===== config.mk =====
export PLATFORM = sky130hd
export DESIGN_NAME = dbfr_top
export DESIGN_NICKNAME = d
export VERILOG_FILES = /design/src/logic/dbfr_pkg.sv /design/src/logic/dbfr_top.sv
export SDC_FILE = /design/constraint.sdc
export NUM_CORES = 1
export LEC_CHECK = 0
export BUFFER_PORTS_ARGS = -buffer_cell sky130_fd_sc_hd__buf_2
export CAP_MARGIN = 0
export CORE_ASPECT_RATIO = 0.8
export CORE_MARGIN = 4
export CORE_UTILIZATION = 44
export CTS_BUF_LIST = sky130_fd_sc_hd__clkbuf_16
export DETAILED_ROUTE_END_ITERATION = 16
export PLACE_DENSITY = 0.8
export SYNTH_ARGS = -nofsm -noshare
export SYNTH_HDL_FRONTEND = slang
export SYNTH_SLANG_ARGS = --single-unit

===== constraint.sdc =====
create_clock -name clk_i -period 1.8 [get_ports clk_i]
set_input_delay 0.27 -clock clk_i [delete_from_list [all_inputs] [get_ports clk_i]]
set_output_delay 0.27 -clock clk_i [all_outputs]
set_load 0.02 [all_outputs]

===== src/logic/dbfr_pkg.sv =====
/*
 * dbfr_pkg: constants for the debug breakpoint and force-reset block.
 * Assumes an 8-bit debug/CPU data path and a 16-bit CPU address bus.
 */
package dbfr_pkg;
	localparam int          DBFR_ADDR_W        = 16;
	localparam int          DBFR_DATA_W        = 8;
	localparam logic [15:0] DBFR_BKPT_RST      = 16'h0000;
	localparam logic [15:0] DBFR_FRC_RST_ADDR  = 16'h1801;
	localparam int          DBFR_FRC_BIT       = 0;
	localparam logic [7:0]  DBFR_FRC_READ_VAL  = 8'h00;
	localparam logic [7:0]  DBFR_FRC_RST_VAL   = 8'h00;
	localparam int          DBFR_SCR_BREAKPOINT_ENABLE    = 5;
	localparam int          DBFR_SCR_FTS       = 4;
	localparam int          DBFR_RST_PULSE     = 4;
endpackage : dbfr_pkg


===== src/logic/dbfr_top.sv =====
/*
 * dbfr_top: breakpoint match register, breakpoint comparator and the
 * write-only force-reset register of the background debug controller.
 * Assumes the serial command engine decodes commands and presents one-cycle
 * strobes on clk_i, and that the system reset generator widens mcu_reset_o.
 */
`timescale 1ns/10ps
module dbfr_top #(
	parameter int RST_PULSE = dbfr_pkg::DBFR_RST_PULSE
) (
	input  wire logic                             clk_i,
	input  wire logic                             sys_rst_i,
	input  wire logic                             write_breakpoint_cmd_i,
	input  wire logic                             read_breakpoint_cmd_i,
	input  wire logic [dbfr_pkg::DBFR_ADDR_W-1:0] bkpt_wdata_i,
	output logic      [dbfr_pkg::DBFR_ADDR_W-1:0] bkpt_rdata_o,
	input  wire logic                             breakpoint_enable_i,
	input  wire logic                             force_or_tag_select_i,
	input  wire logic                             mem_wr_i,
	input  wire logic                             mem_rd_i,
	input  wire logic                             mem_from_debug_i,
	input  wire logic [dbfr_pkg::DBFR_ADDR_W-1:0] mem_addr_i,
	input  wire logic [dbfr_pkg::DBFR_DATA_W-1:0] mem_wdata_i,
	output logic      [dbfr_pkg::DBFR_DATA_W-1:0] mem_rdata_o,
	output logic                                  mem_rsel_o,
	input  wire logic [dbfr_pkg::DBFR_ADDR_W-1:0] cpu_addr_i,
	input  wire logic                             cpu_fetch_i,
	input  wire logic                             cpu_boundary_i,
	input  wire logic                             cpu_exec_i,
	output logic                                  bkpt_force_o,
	output logic                                  bkpt_tag_o,
	output logic                                  bkpt_request_o,
	output logic                                  mcu_reset_o
);
	import dbfr_pkg::*;

	logic [DBFR_ADDR_W-1:0] match_addr_q;
	logic                   force_pend_q;
	logic                   tag_q;
	logic [2:0]             rst_cnt_q;
	logic                   addr_hit;
	logic                   frc_sel;
	logic                   frc_set;

	// the pulse counter is three bits wide; an empty or longer pulse cannot be served
	if (RST_PULSE < 1 || RST_PULSE > 7) begin : g_pulse_chk
		$error("reset pulse length out of range");
	end

	// match register: written only by the serial command strobe, never the memory bus
	always_ff @(posedge clk_i or posedge sys_rst_i) begin
		if (sys_rst_i) begin
			match_addr_q <= DBFR_BKPT_RST;
		end else if (write_breakpoint_cmd_i) begin
			match_addr_q <= bkpt_wdata_i;
		end
	end

	// read answer for the serial read-breakpoint command
	always_ff @(posedge clk_i or posedge sys_rst_i) begin
		if (sys_rst_i) begin
			bkpt_rdata_o <= DBFR_BKPT_RST;
		end else if (read_breakpoint_cmd_i) begin
			bkpt_rdata_o <= match_addr_q;
		end
	end

	// comparator is gated by the enable so select and address are don't-care when off
	assign addr_hit = breakpoint_enable_i && (cpu_addr_i == match_addr_q);

	// force mode: pend the request until the next instruction boundary
	always_ff @(posedge clk_i or posedge sys_rst_i) begin
		if (sys_rst_i) begin
			force_pend_q <= 1'b0;
		end else if (!breakpoint_enable_i) begin
			force_pend_q <= 1'b0;
		end else if (addr_hit && force_or_tag_select_i) begin
			force_pend_q <= 1'b1;
		end else if (cpu_boundary_i) begin
			force_pend_q <= 1'b0;
		end
	end

	// tag mode: tag the fetched opcode; dropped once an opcode executes without a new tagged fetch
	always_ff @(posedge clk_i or posedge sys_rst_i) begin
		if (sys_rst_i) begin
			tag_q <= 1'b0;
		end else if (!breakpoint_enable_i) begin
			tag_q <= 1'b0;
		end else if (addr_hit && !force_or_tag_select_i && cpu_fetch_i) begin
			tag_q <= 1'b1;
		end else if (cpu_exec_i) begin
			tag_q <= 1'b0;
		end
	end

	// force and request outputs gated by the enable too: a pend left from before a disable must not leak out
	assign bkpt_force_o   = breakpoint_enable_i && force_pend_q && cpu_boundary_i;
	assign bkpt_tag_o     = tag_q;
	assign bkpt_request_o = bkpt_force_o || (breakpoint_enable_i && tag_q && cpu_exec_i);

	// force-reset register decode; the match register has no memory address at all
	assign frc_sel = (mem_addr_i == DBFR_FRC_RST_ADDR);
	assign frc_set = mem_wr_i && frc_sel && mem_from_debug_i
	                 && mem_wdata_i[DBFR_FRC_BIT];

	// reads return zero; no storage exists, so nothing written can leak back
	assign mem_rsel_o  = mem_rd_i && frc_sel;
	assign mem_rdata_o = DBFR_FRC_READ_VAL;

	// reset pulse generator; the pulse does not clear this block, only sys_rst_i resets it
	always_ff @(posedge clk_i or posedge sys_rst_i) begin
		if (sys_rst_i) begin
			rst_cnt_q <= 3'h0;
		end else if (frc_set) begin
			rst_cnt_q <= 3'(RST_PULSE);
		end else if (rst_cnt_q != 3'h0) begin
			rst_cnt_q <= rst_cnt_q - 3'h1;
		end
	end

	assign mcu_reset_o = (rst_cnt_q != 3'h0);

	// helper: cycles the current reset pulse has stood, restarted by every trigger
	logic [3:0] pulse_len_q;
	always_ff @(posedge clk_i or posedge sys_rst_i) begin
		if (sys_rst_i) begin
			pulse_len_q <= 4'h0;
		end else if (frc_set) begin
			pulse_len_q <= 4'h1;
		end else if (mcu_reset_o) begin
			pulse_len_q <= pulse_len_q + 4'h1;
		end else begin
			pulse_len_q <= 4'h0;
		end
	end
endmodule : dbfr_top


### Word level (Yosys, flattened, before mapping)

Index checks and enable logic that the tools add are counted.
W data, S select, Z words.

| storage, ports and cells | value |
|---|---|
| bits of input ports | 68 |
| flip-flop bits (word level) | 37 |
| output and inout port bits | 29 |
| logic and storage cells | 34 |

| operators by class | value |
|---|---|
| multiplexer cells | 8 |
| $add $sub $neg | 1 |
| equal/unequal tests | 4 |
| reduce and logical (&&, ||, !) cells | 16 |

Operator list:

| cell | count |
|---|---|
| $eq A16 B13 Y1 const B | 1 |
| $eq A16 B16 Y1 | 1 |
| $logic_and A1 B1 Y1 | 12 |
| $mux W1 | 6 |
| $mux W3 | 2 |
| $ne A3 B1 Y1 const B | 2 |
| $reduce_bool A3 Y1 | 1 |
| $sub A3 B1 Y3 const B | 1 |
| $reduce_bool A2 Y1 | 1 |
| $logic_not A1 Y1 | 1 |
| $logic_or A1 B1 Y1 | 1 |

### Logic depth before layout (Yosys ltp)

Gate-level depths: netlist of run 1.

| logic depth | value |
|---|---|
| depth in word-level cells | 6 |
| mapped depth | 5 |
| depth with buffers taken out | 5 |

### Worst setup path before layout of run 1

No wires, ideal clock.

| timing path | value |
|---|---|
| path kind | register to register |
| from | register match_addr_q[13] |
| to | register tag_q (netlist: bkpt_tag_o) |
| required time | 1696 ps |
| period minus slack after synthesis | 1294 ps |
| data arrival time | 1191 ps |
| path buffers | 0 |
| library setup time | 104 ps |
| path slack | 506 ps |
| stages on the path, launching flop included | 5 |
| path through | dfrtp_1 -> xor2_1 -> nor4_1 -> nand4_1 -> o41ai_2 |

| between the ends | value |
|---|---|
| word-level cells in the longest chain between the ends | 6 |
| elaborated cells on any way between the ends | 7 |

Ends and longest elaborated chain:

| item | line | source |
|---|---|---|
| start: declaration | dbfr_top.sv:37 | `logic [DBFR_ADDR_W-1:0] match_addr_q;` |
| start signal: assignment | dbfr_top.sv:55 | `match_addr_q <= bkpt_wdata_i;` |
| $eq A16 B16 Y1 (*) | dbfr_top.sv:69 | `assign addr_hit = breakpoint_enable_i && (cpu_addr_i == match_addr_q);` |
| $logic_and A1 B1 Y1 (*) | dbfr_top.sv:69 |  |
| $logic_and A1 B1 Y1 (*) (2 in series) | dbfr_top.sv:90 | `end else if (addr_hit && !force_or_tag_select_i && cpu_fetch_i) begin` |
| $mux W1 | dbfr_top.sv:90 |  |
| $mux W1 | dbfr_top.sv:88 | `end else if (!breakpoint_enable_i) begin` |
| end signal: assignment | dbfr_top.sv:87 | `tag_q <= 1'b0;` |
| end signal: assignment | dbfr_top.sv:89 | `tag_q <= 1'b0;` |
| end signal: assignment | dbfr_top.sv:91 | `tag_q <= 1'b1;` |
| end: declaration | dbfr_top.sv:39 | `logic tag_q;` |

Every way passes the cells marked *; elsewhere a longest branch is shown, timed or not.
A chain may end at the register's enable or synchronous reset.

### Final worst setup path of run 1

| timing path | value |
|---|---|
| from | register match_addr_q[15] |
| to | register force_pend_q |

| between the ends | value |
|---|---|
| word-level cells in the longest chain between the ends | 5 |
| elaborated cells on any way between the ends | 6 |

Ends and longest elaborated chain:

| item | line | source |
|---|---|---|
| $eq A16 B16 Y1 (*) | dbfr_top.sv:69 |  |
| $logic_and A1 B1 Y1 (*) | dbfr_top.sv:69 |  |
| $logic_and A1 B1 Y1 (*) | dbfr_top.sv:77 | `end else if (addr_hit && force_or_tag_select_i) begin` |
| $mux W1 | dbfr_top.sv:77 |  |
| $mux W1 | dbfr_top.sv:75 | `end else if (!breakpoint_enable_i) begin` |
| end signal: assignment | dbfr_top.sv:74 | `force_pend_q <= 1'b0;` |
| end signal: assignment | dbfr_top.sv:76 | `force_pend_q <= 1'b0;` |
| end signal: assignment | dbfr_top.sv:78 | `force_pend_q <= 1'b1;` |
| end: declaration | dbfr_top.sv:38 | `logic force_pend_q;` |

Marks and branches as above.

==> flow_results.xml, run 1 <==
<?xml version="1.0" encoding="UTF-8"?>
<metrics>
  <group name="worst_setup_path">
    <metric name="endpoint_kind" unit="">register</metric>
    <metric name="timing.critical_path.required" unit="ps">1970</metric>
    <metric name="critical_path_peak_fanout" unit="">3</metric>
    <metric name="ff2ff_path_depth" unit="">4</metric>
    <metric name="critical-path-top-delay-family" unit="">simple AND/OR/NAND/NOR gates</metric>
    <metric name="cp_slowest_cell" unit="">nor4_1</metric>
    <metric name="critical_path.cell_chain" unit="">xor2_1 &gt; nor4_1 &gt; nand4_1 &gt; o32ai_1</metric>
    <metric name="critical_path_arrival" unit="ps">1850</metric>
    <metric name="critical_path_cell_count" unit="">4</metric>
    <metric name="critPathLaunchType" unit="">register</metric>
    <metric name="critical_path_class" unit="">reg2reg</metric>
    <metric name="slowest_delay" unit="ps">500</metric>
    <metric name="worstPathBufferInverterCount" unit="">0</metric>
  </group>
  <group name="cells_and_area">
    <metric name="layout.nets" unit="">287</metric>
    <metric name="layout.filler_cells" unit="">342</metric>
    <metric name="synthToLayoutAreaGrowth" unit="%">32.42</metric>
    <metric name="insertedDiodeCount" unit="">0</metric>
    <metric name="layout-drive-gt1-share" unit="%">55.76</metric>
    <metric name="final_cell_mix" unit="">81 x buf_2, 37 x dfrtp_1, 32 x mux2_2</metric>
    <metric name="layout_commonest_cell" unit="">buf_2</metric>
  </group>
  <group name="route">
    <metric name="drt_iter0_drc" unit="">22</metric>
    <metric name="met2RoutedLength" unit="µm">1938</metric>
    <metric name="met1Wirelength" unit="µm">1553</metric>
    <metric name="drc_errors" unit="">0</metric>
    <metric name="vias_per_cell" unit="">4.614</metric>
    <metric name="met3_wirelength" unit="µm">217</metric>
    <metric name="drt_pre_antenna_iters" unit="">4</metric>
    <metric name="top_signal_layer_used" unit="">met4</metric>
    <metric name="drt_wl_total" unit="µm">3760</metric>
    <metric name="via_count" unit="">1255</metric>
    <metric name="antenna_violating_nets_post_route" unit="">0</metric>
    <metric name="average_wire_per_cell_in_the_routed_design" unit="µm">13.82</metric>
  </group>
  <group name="min_path">
    <metric name="hold_class" unit="">in2async</metric>
  </group>
  <group name="power">
    <metric name="power.internal" unit="W">0.001717</metric>
    <metric name="seq_power_share" unit="%">44.0</metric>
    <metric name="net_sw_share" unit="%">27.56</metric>
    <metric name="power_switching" unit="W">0.0006532</metric>
    <metric name="power-per-cell-area" unit="nW/µm²">1031</metric>
    <metric name="share_comb_of_total_power" unit="%">23.1</metric>
    <metric name="p_leak" unit="nW">1.143</metric>
    <metric name="clock_power_share" unit="%">32.9</metric>
    <metric name="vdd.ir_drop.worst" unit="mV">0.6779</metric>
    <metric name="report.power.total" unit="W">0.002370</metric>
  </group>
  <group name="sta">
    <metric name="rsz0062_at_grt" unit="">no</metric>
    <metric name="setup_viol" unit="">0</metric>
    <metric name="timing.final.max_slew_violations" unit="">0</metric>
    <metric name="fin_worst_skew" unit="ps">5.365</metric>
    <metric name="worst_slew_margin_rel" unit="%">65.29</metric>
    <metric name="timing_hold_violations_final" unit="">0</metric>
    <metric name="fin_tns_setup" unit="ps">0</metric>
    <metric name="tightest_slew" unit="ps">515.8</metric>
    <metric name="fin_crit_share" unit="%">93.18</metric>
    <metric name="period_needed" unit="ps">1677</metric>
    <metric name="fin_hold_ws" unit="ps">93.13</metric>
    <metric name="clock.fmax" unit="MHz">596.2</metric>
  </group>
  <group name="cts">
    <metric name="clkSinkCount" unit="">37</metric>
    <metric name="post-cts-setup-buffers" unit="">0</metric>
    <metric name="h-tree-depth" unit="">2</metric>
    <metric name="number_of_buffers_between_clock_root_and_the_deepest_sink" unit="">2</metric>
    <metric name="count_of_cells_resized_by_post_cts_repair" unit="">0</metric>
    <metric name="clk_pin_slew" unit="ps">50</metric>
    <metric name="clockRootBuffer" unit="">clkbuf_16</metric>
    <metric name="insertion_delay" unit="ps">270</metric>
    <metric name="cts_tree" unit="">yes</metric>
    <metric name="cts_inserted_buffers" unit="">5</metric>
    <metric name="cts-hold-fix-buffers" unit="">0</metric>
  </group>
  <group name="outcome">
    <metric name="outcome" unit="">finished, final reports clean</metric>
  </group>
  <group name="floorplanning">
    <metric name="design.die.area" unit="µm²">5022</metric>
    <metric name="die_w" unit="µm">78.24</metric>
    <metric name="ios" unit="">97</metric>
    <metric name="die_ht" unit="µm">64.19</metric>
    <metric name="initial_utilization" unit="%">45.66</metric>
    <metric name="row_count" unit="">20</metric>
    <metric name="coreArea" unit="µm²">3804</metric>
  </group>
  <group name="place">
    <metric name="placed_wire_length_estimate_after_detailed_placement" unit="µm">2903</metric>
    <metric name="routability_driven_placement_congestion_ratio" unit="">0.7731</metric>
    <metric name="port_buffers" unit="">81</metric>
  </group>
  <group name="global_routing">
    <metric name="grt_first_pass_wirelength" unit="µm">6230</metric>
    <metric name="grt_max_degree" unit="">38</metric>
    <metric name="grt_overflow" unit="">0</metric>
    <metric name="grt_usage" unit="%">16.03</metric>
    <metric name="vias_in_the_first_global_route" unit="">1332</metric>
    <metric name="grt_antenna_before_repair" unit="">0</metric>
  </group>
  <group name="logic_synthesis">
    <metric name="ys.warnings.count" unit="">0</metric>
    <metric name="seq_area_frac_synth" unit="%">53.31</metric>
    <metric name="synth-seq-cells" unit="">37</metric>
    <metric name="yosys.cell_types.count" unit="">26</metric>
    <metric name="syn-mean-instance-area" unit="µm²">13.06</metric>
    <metric name="netlist_instances" unit="">133</metric>
    <metric name="synthesis.area" unit="µm²">1737</metric>
  </group>
  <group name="run">
    <metric name="max_cap_viol_count" unit="">0</metric>
  </group>
</metrics>
==> sequential cells by signal (all words and copies together), names as in the netlist <==
| signal | count |
|---|---|
| match_addr_q | 16 |
| bkpt_rdata_o | 16 |
| force_pend_q | 1 |
| rst_cnt_q | 3 |
| bkpt_tag_o | 1 |
==> power by group through the flow <==
stage | Combinational [W] | Clock (W) | Sequential (W)
2_1_floorplan | 0.000316 | 0 | 0.00111
3_3_place_gp | 0.000542 | 0 | 0.00105
3_5_place_dp | 0.000554 | 0 | 0.00106
4_1_cts | 0.000557 | 0.000799 | 0.00104
5_1_grt | 0.000609 | 0.000841 | 0.00106
6_report | 0.000548 | 0.000780 | 0.00104
==> synth_stat cells <==
library cell | number | area share, %
xnor2_1 | 5 | 2.5
xor2_1 | 12 | 6.1
nand3_1 | 1 | 0.29
a211oi_1 | 1 | 0.43
clkbuf_1 | 2 | 0.43
nand4_1 | 3 | 1.1
nand2b_1 | 1 | 0.36
nor4bb_1 | 1 | 0.58
nor4_1 | 5 | 1.8
and3_1 | 1 | 0.36
nand3b_1 | 1 | 0.43
buf_4 | 8 | 3.5
nor2_1 | 5 | 1.1
nand2_1 | 1 | 0.22
a31o_2 | 1 | 0.50
ha_1 | 2 | 1.4
nor4b_1 | 1 | 0.50
o41ai_2 | 1 | 0.94
mux2_2 | 32 | 21
dfrtp_1 | 37 | 53
conb_1 | 1 | 0.22
mux2i_1 | 1 | 0.58
o32ai_1 | 1 | 0.50
inv_1 | 6 | 1.3
buf_2 | 2 | 0.58
o21ai_0 | 1 | 0.29
==> path summary, 6_finish.rpt <==
| path | slack [ps] | end | startpoint |
|---|---|---|---|
| min in group clk_i | 190 | bkpt_tag_o$_DFFE_PP0P_ | force_or_tag_select_i |
| max | 120 | force_pend_q$_DFFE_PP0P_ | match_addr_q[15]$_DFFE_PP0P_ |
| max in group asynchronous | 1380 | bkpt_rdata_o[5]$_DFFE_PP0P_ | sys_rst_i |
| min | 90 | rst_cnt_q[0]$_DFFE_PP0P_ | sys_rst_i |
| max reg2reg | 120 | force_pend_q$_DFFE_PP0P_ | match_addr_q[15]$_DFFE_PP0P_ |
| min reg2reg | 500 | bkpt_rdata_o[4]$_DFFE_PP0P_ | bkpt_rdata_o[4]$_DFFE_PP0P_ |
==> per-layer routing <==
| layer | vias to the layer above | track usage, % |
|---|---|---|
| met3 | 5 | 3.803 |
| met4 | 0 | 6.550 |
| met1 | 597 | 18.34 |
| met2 | 42 | 28.74 |
| met5 | - | 0 |
| li1 | 611 | - |
==> cell families after synthesis <==
kind of cell,count (synthesis),synth area share (%)
compound gates,5,2.666
xor+xnor,17,8.573
fa+ha+maj,2,1.441
buf+inv,18,5.764
flops,37,53.31
mux,33,21.33
other cells,1,0.2159
simple gates,20,6.701
==> stage by stage <==
stage,worst slack (ps),cell area (µm²),utilization [%],cells
6_report,122.8,2300,60.46,272
5_1_grt,59.62,2300,60.46,272
4_1_cts,179.1,2300,60.46,272
3_5_place_dp,195.6,2167,56.97,265
3_3_place_gp,229.3,2167,56.97,265
2_1_floorplan,505.9,1763,-,140
==> cell type report <==
type	count	area [µm²]	share of cell area, %
well taps	55	68.82	2.992
flip-flops and latches	37	925.9	40.26
repair buffers	82	412.9	17.95
clock buffers	5	125.1	5.441
inverters	6	22.52	0.9793
multi-input cells	85	737.0	32.05
clock inverters	2	7.507	0.3264
==> worst reg2reg max path, cell delays in order (launching register included) <==
cell     delay, ps
dfrtp_1        400
xor2_1         170
nor4_1         500
nand4_1        220
o32ai_1        300
(Power assumes the default switching activity.)
==> run 2, diff against run 1 <==
Settings changed: CORE_UTILIZATION 44 to 45, PLACE_DENSITY 0.8 to 0.81.
Clock period 1.8 ns to 2.1 ns, I/O delays scaled along.
==> run 2 against run 1 <==
  * Register-to-register slack improved by 340 ps
  * Core utilization rose by 3.7 points
  * Clock-buffer cell count stayed put
  * First-iteration DRC count decreased by 23%
  * Combinational power shrank 13%
  * Power shrank 14%
  * Critical path type unchanged
  * Critical endpoint is now bkpt_tag_o$_DFFE_PP0P_
==> flow_results.xml, run 2 (synthesis gave the netlist of run 1 again) <==
<?xml version="1.0" encoding="UTF-8"?>
<metrics>
  <group name="cells_and_area">
    <metric name="final_area" unit="µm²">2288</metric>
    <metric name="final_cell_mix" unit="">81 x buf_2, 37 x dfrtp_1, 32 x mux2_2</metric>
    <metric name="final_util" unit="%">64.18</metric>
    <metric name="layout-drive-gt1-share" unit="%">56.68</metric>
    <metric name="layout_commonest_cell" unit="">buf_2</metric>
    <metric name="biggestRegsByFlops" unit="">bkpt_rdata_o (16), match_addr_q (16), rst_cnt_q (3)</metric>
    <metric name="register_area" unit="µm²">925.9</metric>
    <metric name="insertedDiodeCount" unit="">0</metric>
    <metric name="multi_input_comb_area" unit="µm²">737.0</metric>
    <metric name="layout.filler_cells" unit="">291</metric>
    <metric name="synthToLayoutAreaGrowth" unit="%">31.77</metric>
    <metric name="layout.nets" unit="">288</metric>
  </group>
  <group name="place">
    <metric name="routability_driven_placement_congestion_ratio" unit="">0.7251</metric>
    <metric name="placed_wire_length_estimate_after_detailed_placement" unit="µm">3041</metric>
    <metric name="postPlaceCellArea" unit="µm²">2158</metric>
    <metric name="port_buffers" unit="">81</metric>
  </group>
  <group name="global_routing">
    <metric name="grt_first_pass_wirelength" unit="µm">6430</metric>
    <metric name="vias_in_the_first_global_route" unit="">1364</metric>
    <metric name="grt_overflow" unit="">0</metric>
    <metric name="grt_usage" unit="%">16.84</metric>
    <metric name="grt_use_met2" unit="%">29.42</metric>
    <metric name="busiest_metal_layer_after_global_routing" unit="">met2</metric>
    <metric name="grt_max_degree" unit="">22</metric>
    <metric name="grt_antenna_before_repair" unit="">0</metric>
    <metric name="use_met1" unit="%">19.60</metric>
    <metric name="grt.met3_usage" unit="%">4.558</metric>
  </group>
  <group name="power">
    <metric name="report.power.total" unit="W">0.002037</metric>
    <metric name="seq_power_share" unit="%">43.9</metric>
    <metric name="net_sw_share" unit="%">27.68</metric>
    <metric name="clock_power_share" unit="%">32.7</metric>
    <metric name="vdd.ir_drop.worst" unit="mV">0.6950</metric>
    <metric name="p_leak" unit="nW">1.145</metric>
    <metric name="power_switching" unit="W">0.0005639</metric>
    <metric name="power.internal" unit="W">0.001473</metric>
    <metric name="share_comb_of_total_power" unit="%">23.4</metric>
    <metric name="power-per-cell-area" unit="nW/µm²">890.2</metric>
  </group>
  <group name="sta">
    <metric name="rsz0062_at_grt" unit="">no</metric>
    <metric name="setup_viol" unit="">0</metric>
    <metric name="clock.fmax" unit="MHz">608.9</metric>
    <metric name="fin_crit_share" unit="%">78.20</metric>
    <metric name="fin_worst_skew" unit="ps">2.480</metric>
    <metric name="timing.final.max_slew_violations" unit="">0</metric>
    <metric name="timing_hold_violations_final" unit="">0</metric>
    <metric name="period_needed" unit="ps">1642</metric>
    <metric name="fin_tns_setup" unit="ps">0</metric>
  </group>
  <group name="worst_setup_path">
    <metric name="critical_path.cell_chain" unit="">xor2_1 &gt; nor4_1 &gt; nand4_1 &gt; o41ai_2</metric>
    <metric name="slowest_delay" unit="ps">450</metric>
    <metric name="critical_path_peak_fanout" unit="">3</metric>
    <metric name="critical_path_class" unit="">reg2reg</metric>
    <metric name="timing.critical_path.required" unit="ps">2270</metric>
    <metric name="endpoint_kind" unit="">register</metric>
    <metric name="critical-path-top-delay-family" unit="">simple AND/OR/NAND/NOR gates</metric>
    <metric name="critPathLaunchType" unit="">register</metric>
    <metric name="critical_path_arrival" unit="ps">1810</metric>
    <metric name="worstPathBufferInverterCount" unit="">0</metric>
    <metric name="cp_slowest_cell" unit="">nor4_1</metric>
  </group>
  <group name="cts">
    <metric name="number_of_buffers_between_clock_root_and_the_deepest_sink" unit="">2</metric>
    <metric name="post-cts-setup-buffers" unit="">0</metric>
    <metric name="cts_inserted_buffers" unit="">5</metric>
    <metric name="cts_tree" unit="">yes</metric>
    <metric name="insertion_delay" unit="ps">270</metric>
    <metric name="count_of_cells_resized_by_post_cts_repair" unit="">0</metric>
    <metric name="h-tree-depth" unit="">2</metric>
    <metric name="clkSinkCount" unit="">37</metric>
    <metric name="clockRootBuffer" unit="">clkbuf_16</metric>
    <metric name="cts-hold-fix-buffers" unit="">0</metric>
    <metric name="clk_pin_slew" unit="ps">50</metric>
  </group>
  <group name="floorplanning">
    <metric name="row_count" unit="">19</metric>
    <metric name="coreArea" unit="µm²">3566</metric>
    <metric name="initial_utilization" unit="%">48.70</metric>
    <metric name="die_ht" unit="µm">63.57</metric>
    <metric name="design.die.area" unit="µm²">4923</metric>
    <metric name="ios" unit="">97</metric>
    <metric name="die_w" unit="µm">77.46</metric>
  </group>
  <group name="outcome">
    <metric name="outcome" unit="">finished, final reports clean</metric>
  </group>
  <group name="route">
    <metric name="vias_per_cell" unit="">4.919</metric>
    <metric name="drt_iter0_drc" unit="">17</metric>
    <metric name="drc_errors" unit="">0</metric>
    <metric name="antenna_violating_nets_post_route" unit="">0</metric>
    <metric name="drt_pre_antenna_iters" unit="">4</metric>
    <metric name="average_wire_per_cell_in_the_routed_design" unit="µm">14.51</metric>
    <metric name="via_count" unit="">1274</metric>
    <metric name="drt_wl_total" unit="µm">3757</metric>
  </group>
  <group name="run">
    <metric name="max_cap_viol_count" unit="">0</metric>
  </group>
  <group name="min_path">
    <metric name="hold_class" unit="">in2async</metric>
  </group>
</metrics>
## run 2: final cells by class
type / instances / share of cell area, %
well taps: 42 / 2.296
flip-flops and latches: 37 / 40.46
inverters: 6 / 0.9841
multi-input cells: 85 / 32.20
clock buffers: 5 / 5.467
repair buffers: 83 / 18.37
clock inverters: 1 / 0.2187
## run 2: power by group through the flow
stage          logic (W)  registers [W]  clock network (W)
5_1_grt         0.000535       0.000914           0.000718
2_1_floorplan   0.000271       0.000950                  0
6_report        0.000477       0.000895           0.000665
3_3_place_gp    0.000464       0.000900                  0
3_5_place_dp    0.000478       0.000907                  0
4_1_cts         0.000485       0.000896           0.000685
## run 2: path summary, 6_finish.rpt
check	from	to	slack, ps	depth (start not counted)
setup / recovery	match_addr_q[15]$_DFFE_PP0P_	bkpt_tag_o$_DFFE_PP0P_	460	4
hold / removal	sys_rst_i	bkpt_rdata_o[7]$_DFFE_PP0P_	80	3
setup reg to reg	match_addr_q[15]$_DFFE_PP0P_	bkpt_tag_o$_DFFE_PP0P_	460	4
hold reg to reg	bkpt_rdata_o[13]$_DFFE_PP0P_	bkpt_rdata_o[13]$_DFFE_PP0P_	500	1
max in group asynchronous	sys_rst_i	bkpt_rdata_o[2]$_DFFE_PP0P_	1780	3
min in group clk_i	cpu_boundary_i	force_pend_q$_DFFE_PP0P_	250	2
## run 2: layer usage
metal / part of all wire [%] / vias up
met1: 39 / 616
li1: - / 612
met5: 0 / -
met3: 5.0 / 6
met4: 1.6 / 0
met2: 54 / 40
## run 2: metrics by stage
| step | worst slack [ps] | hold slack [ps] | instances |
|---|---|---|---|
| after global routing | 335.0 | 116.1 | 259 |
| after detailed placement | 463.7 | 369.0 | 253 |
| final | 457.8 | 84.31 | 259 |
| after CTS | 448.8 | 95.19 | 259 |
| after global placement | 502.5 | 350.8 | 253 |
| after floorplan | 736.3 | 407.4 | 140 |
## run 2: tightest hold or removal path, cell delays in order
cell   delay [ps]
buf_2         100
inv_1          70
buf_4         240
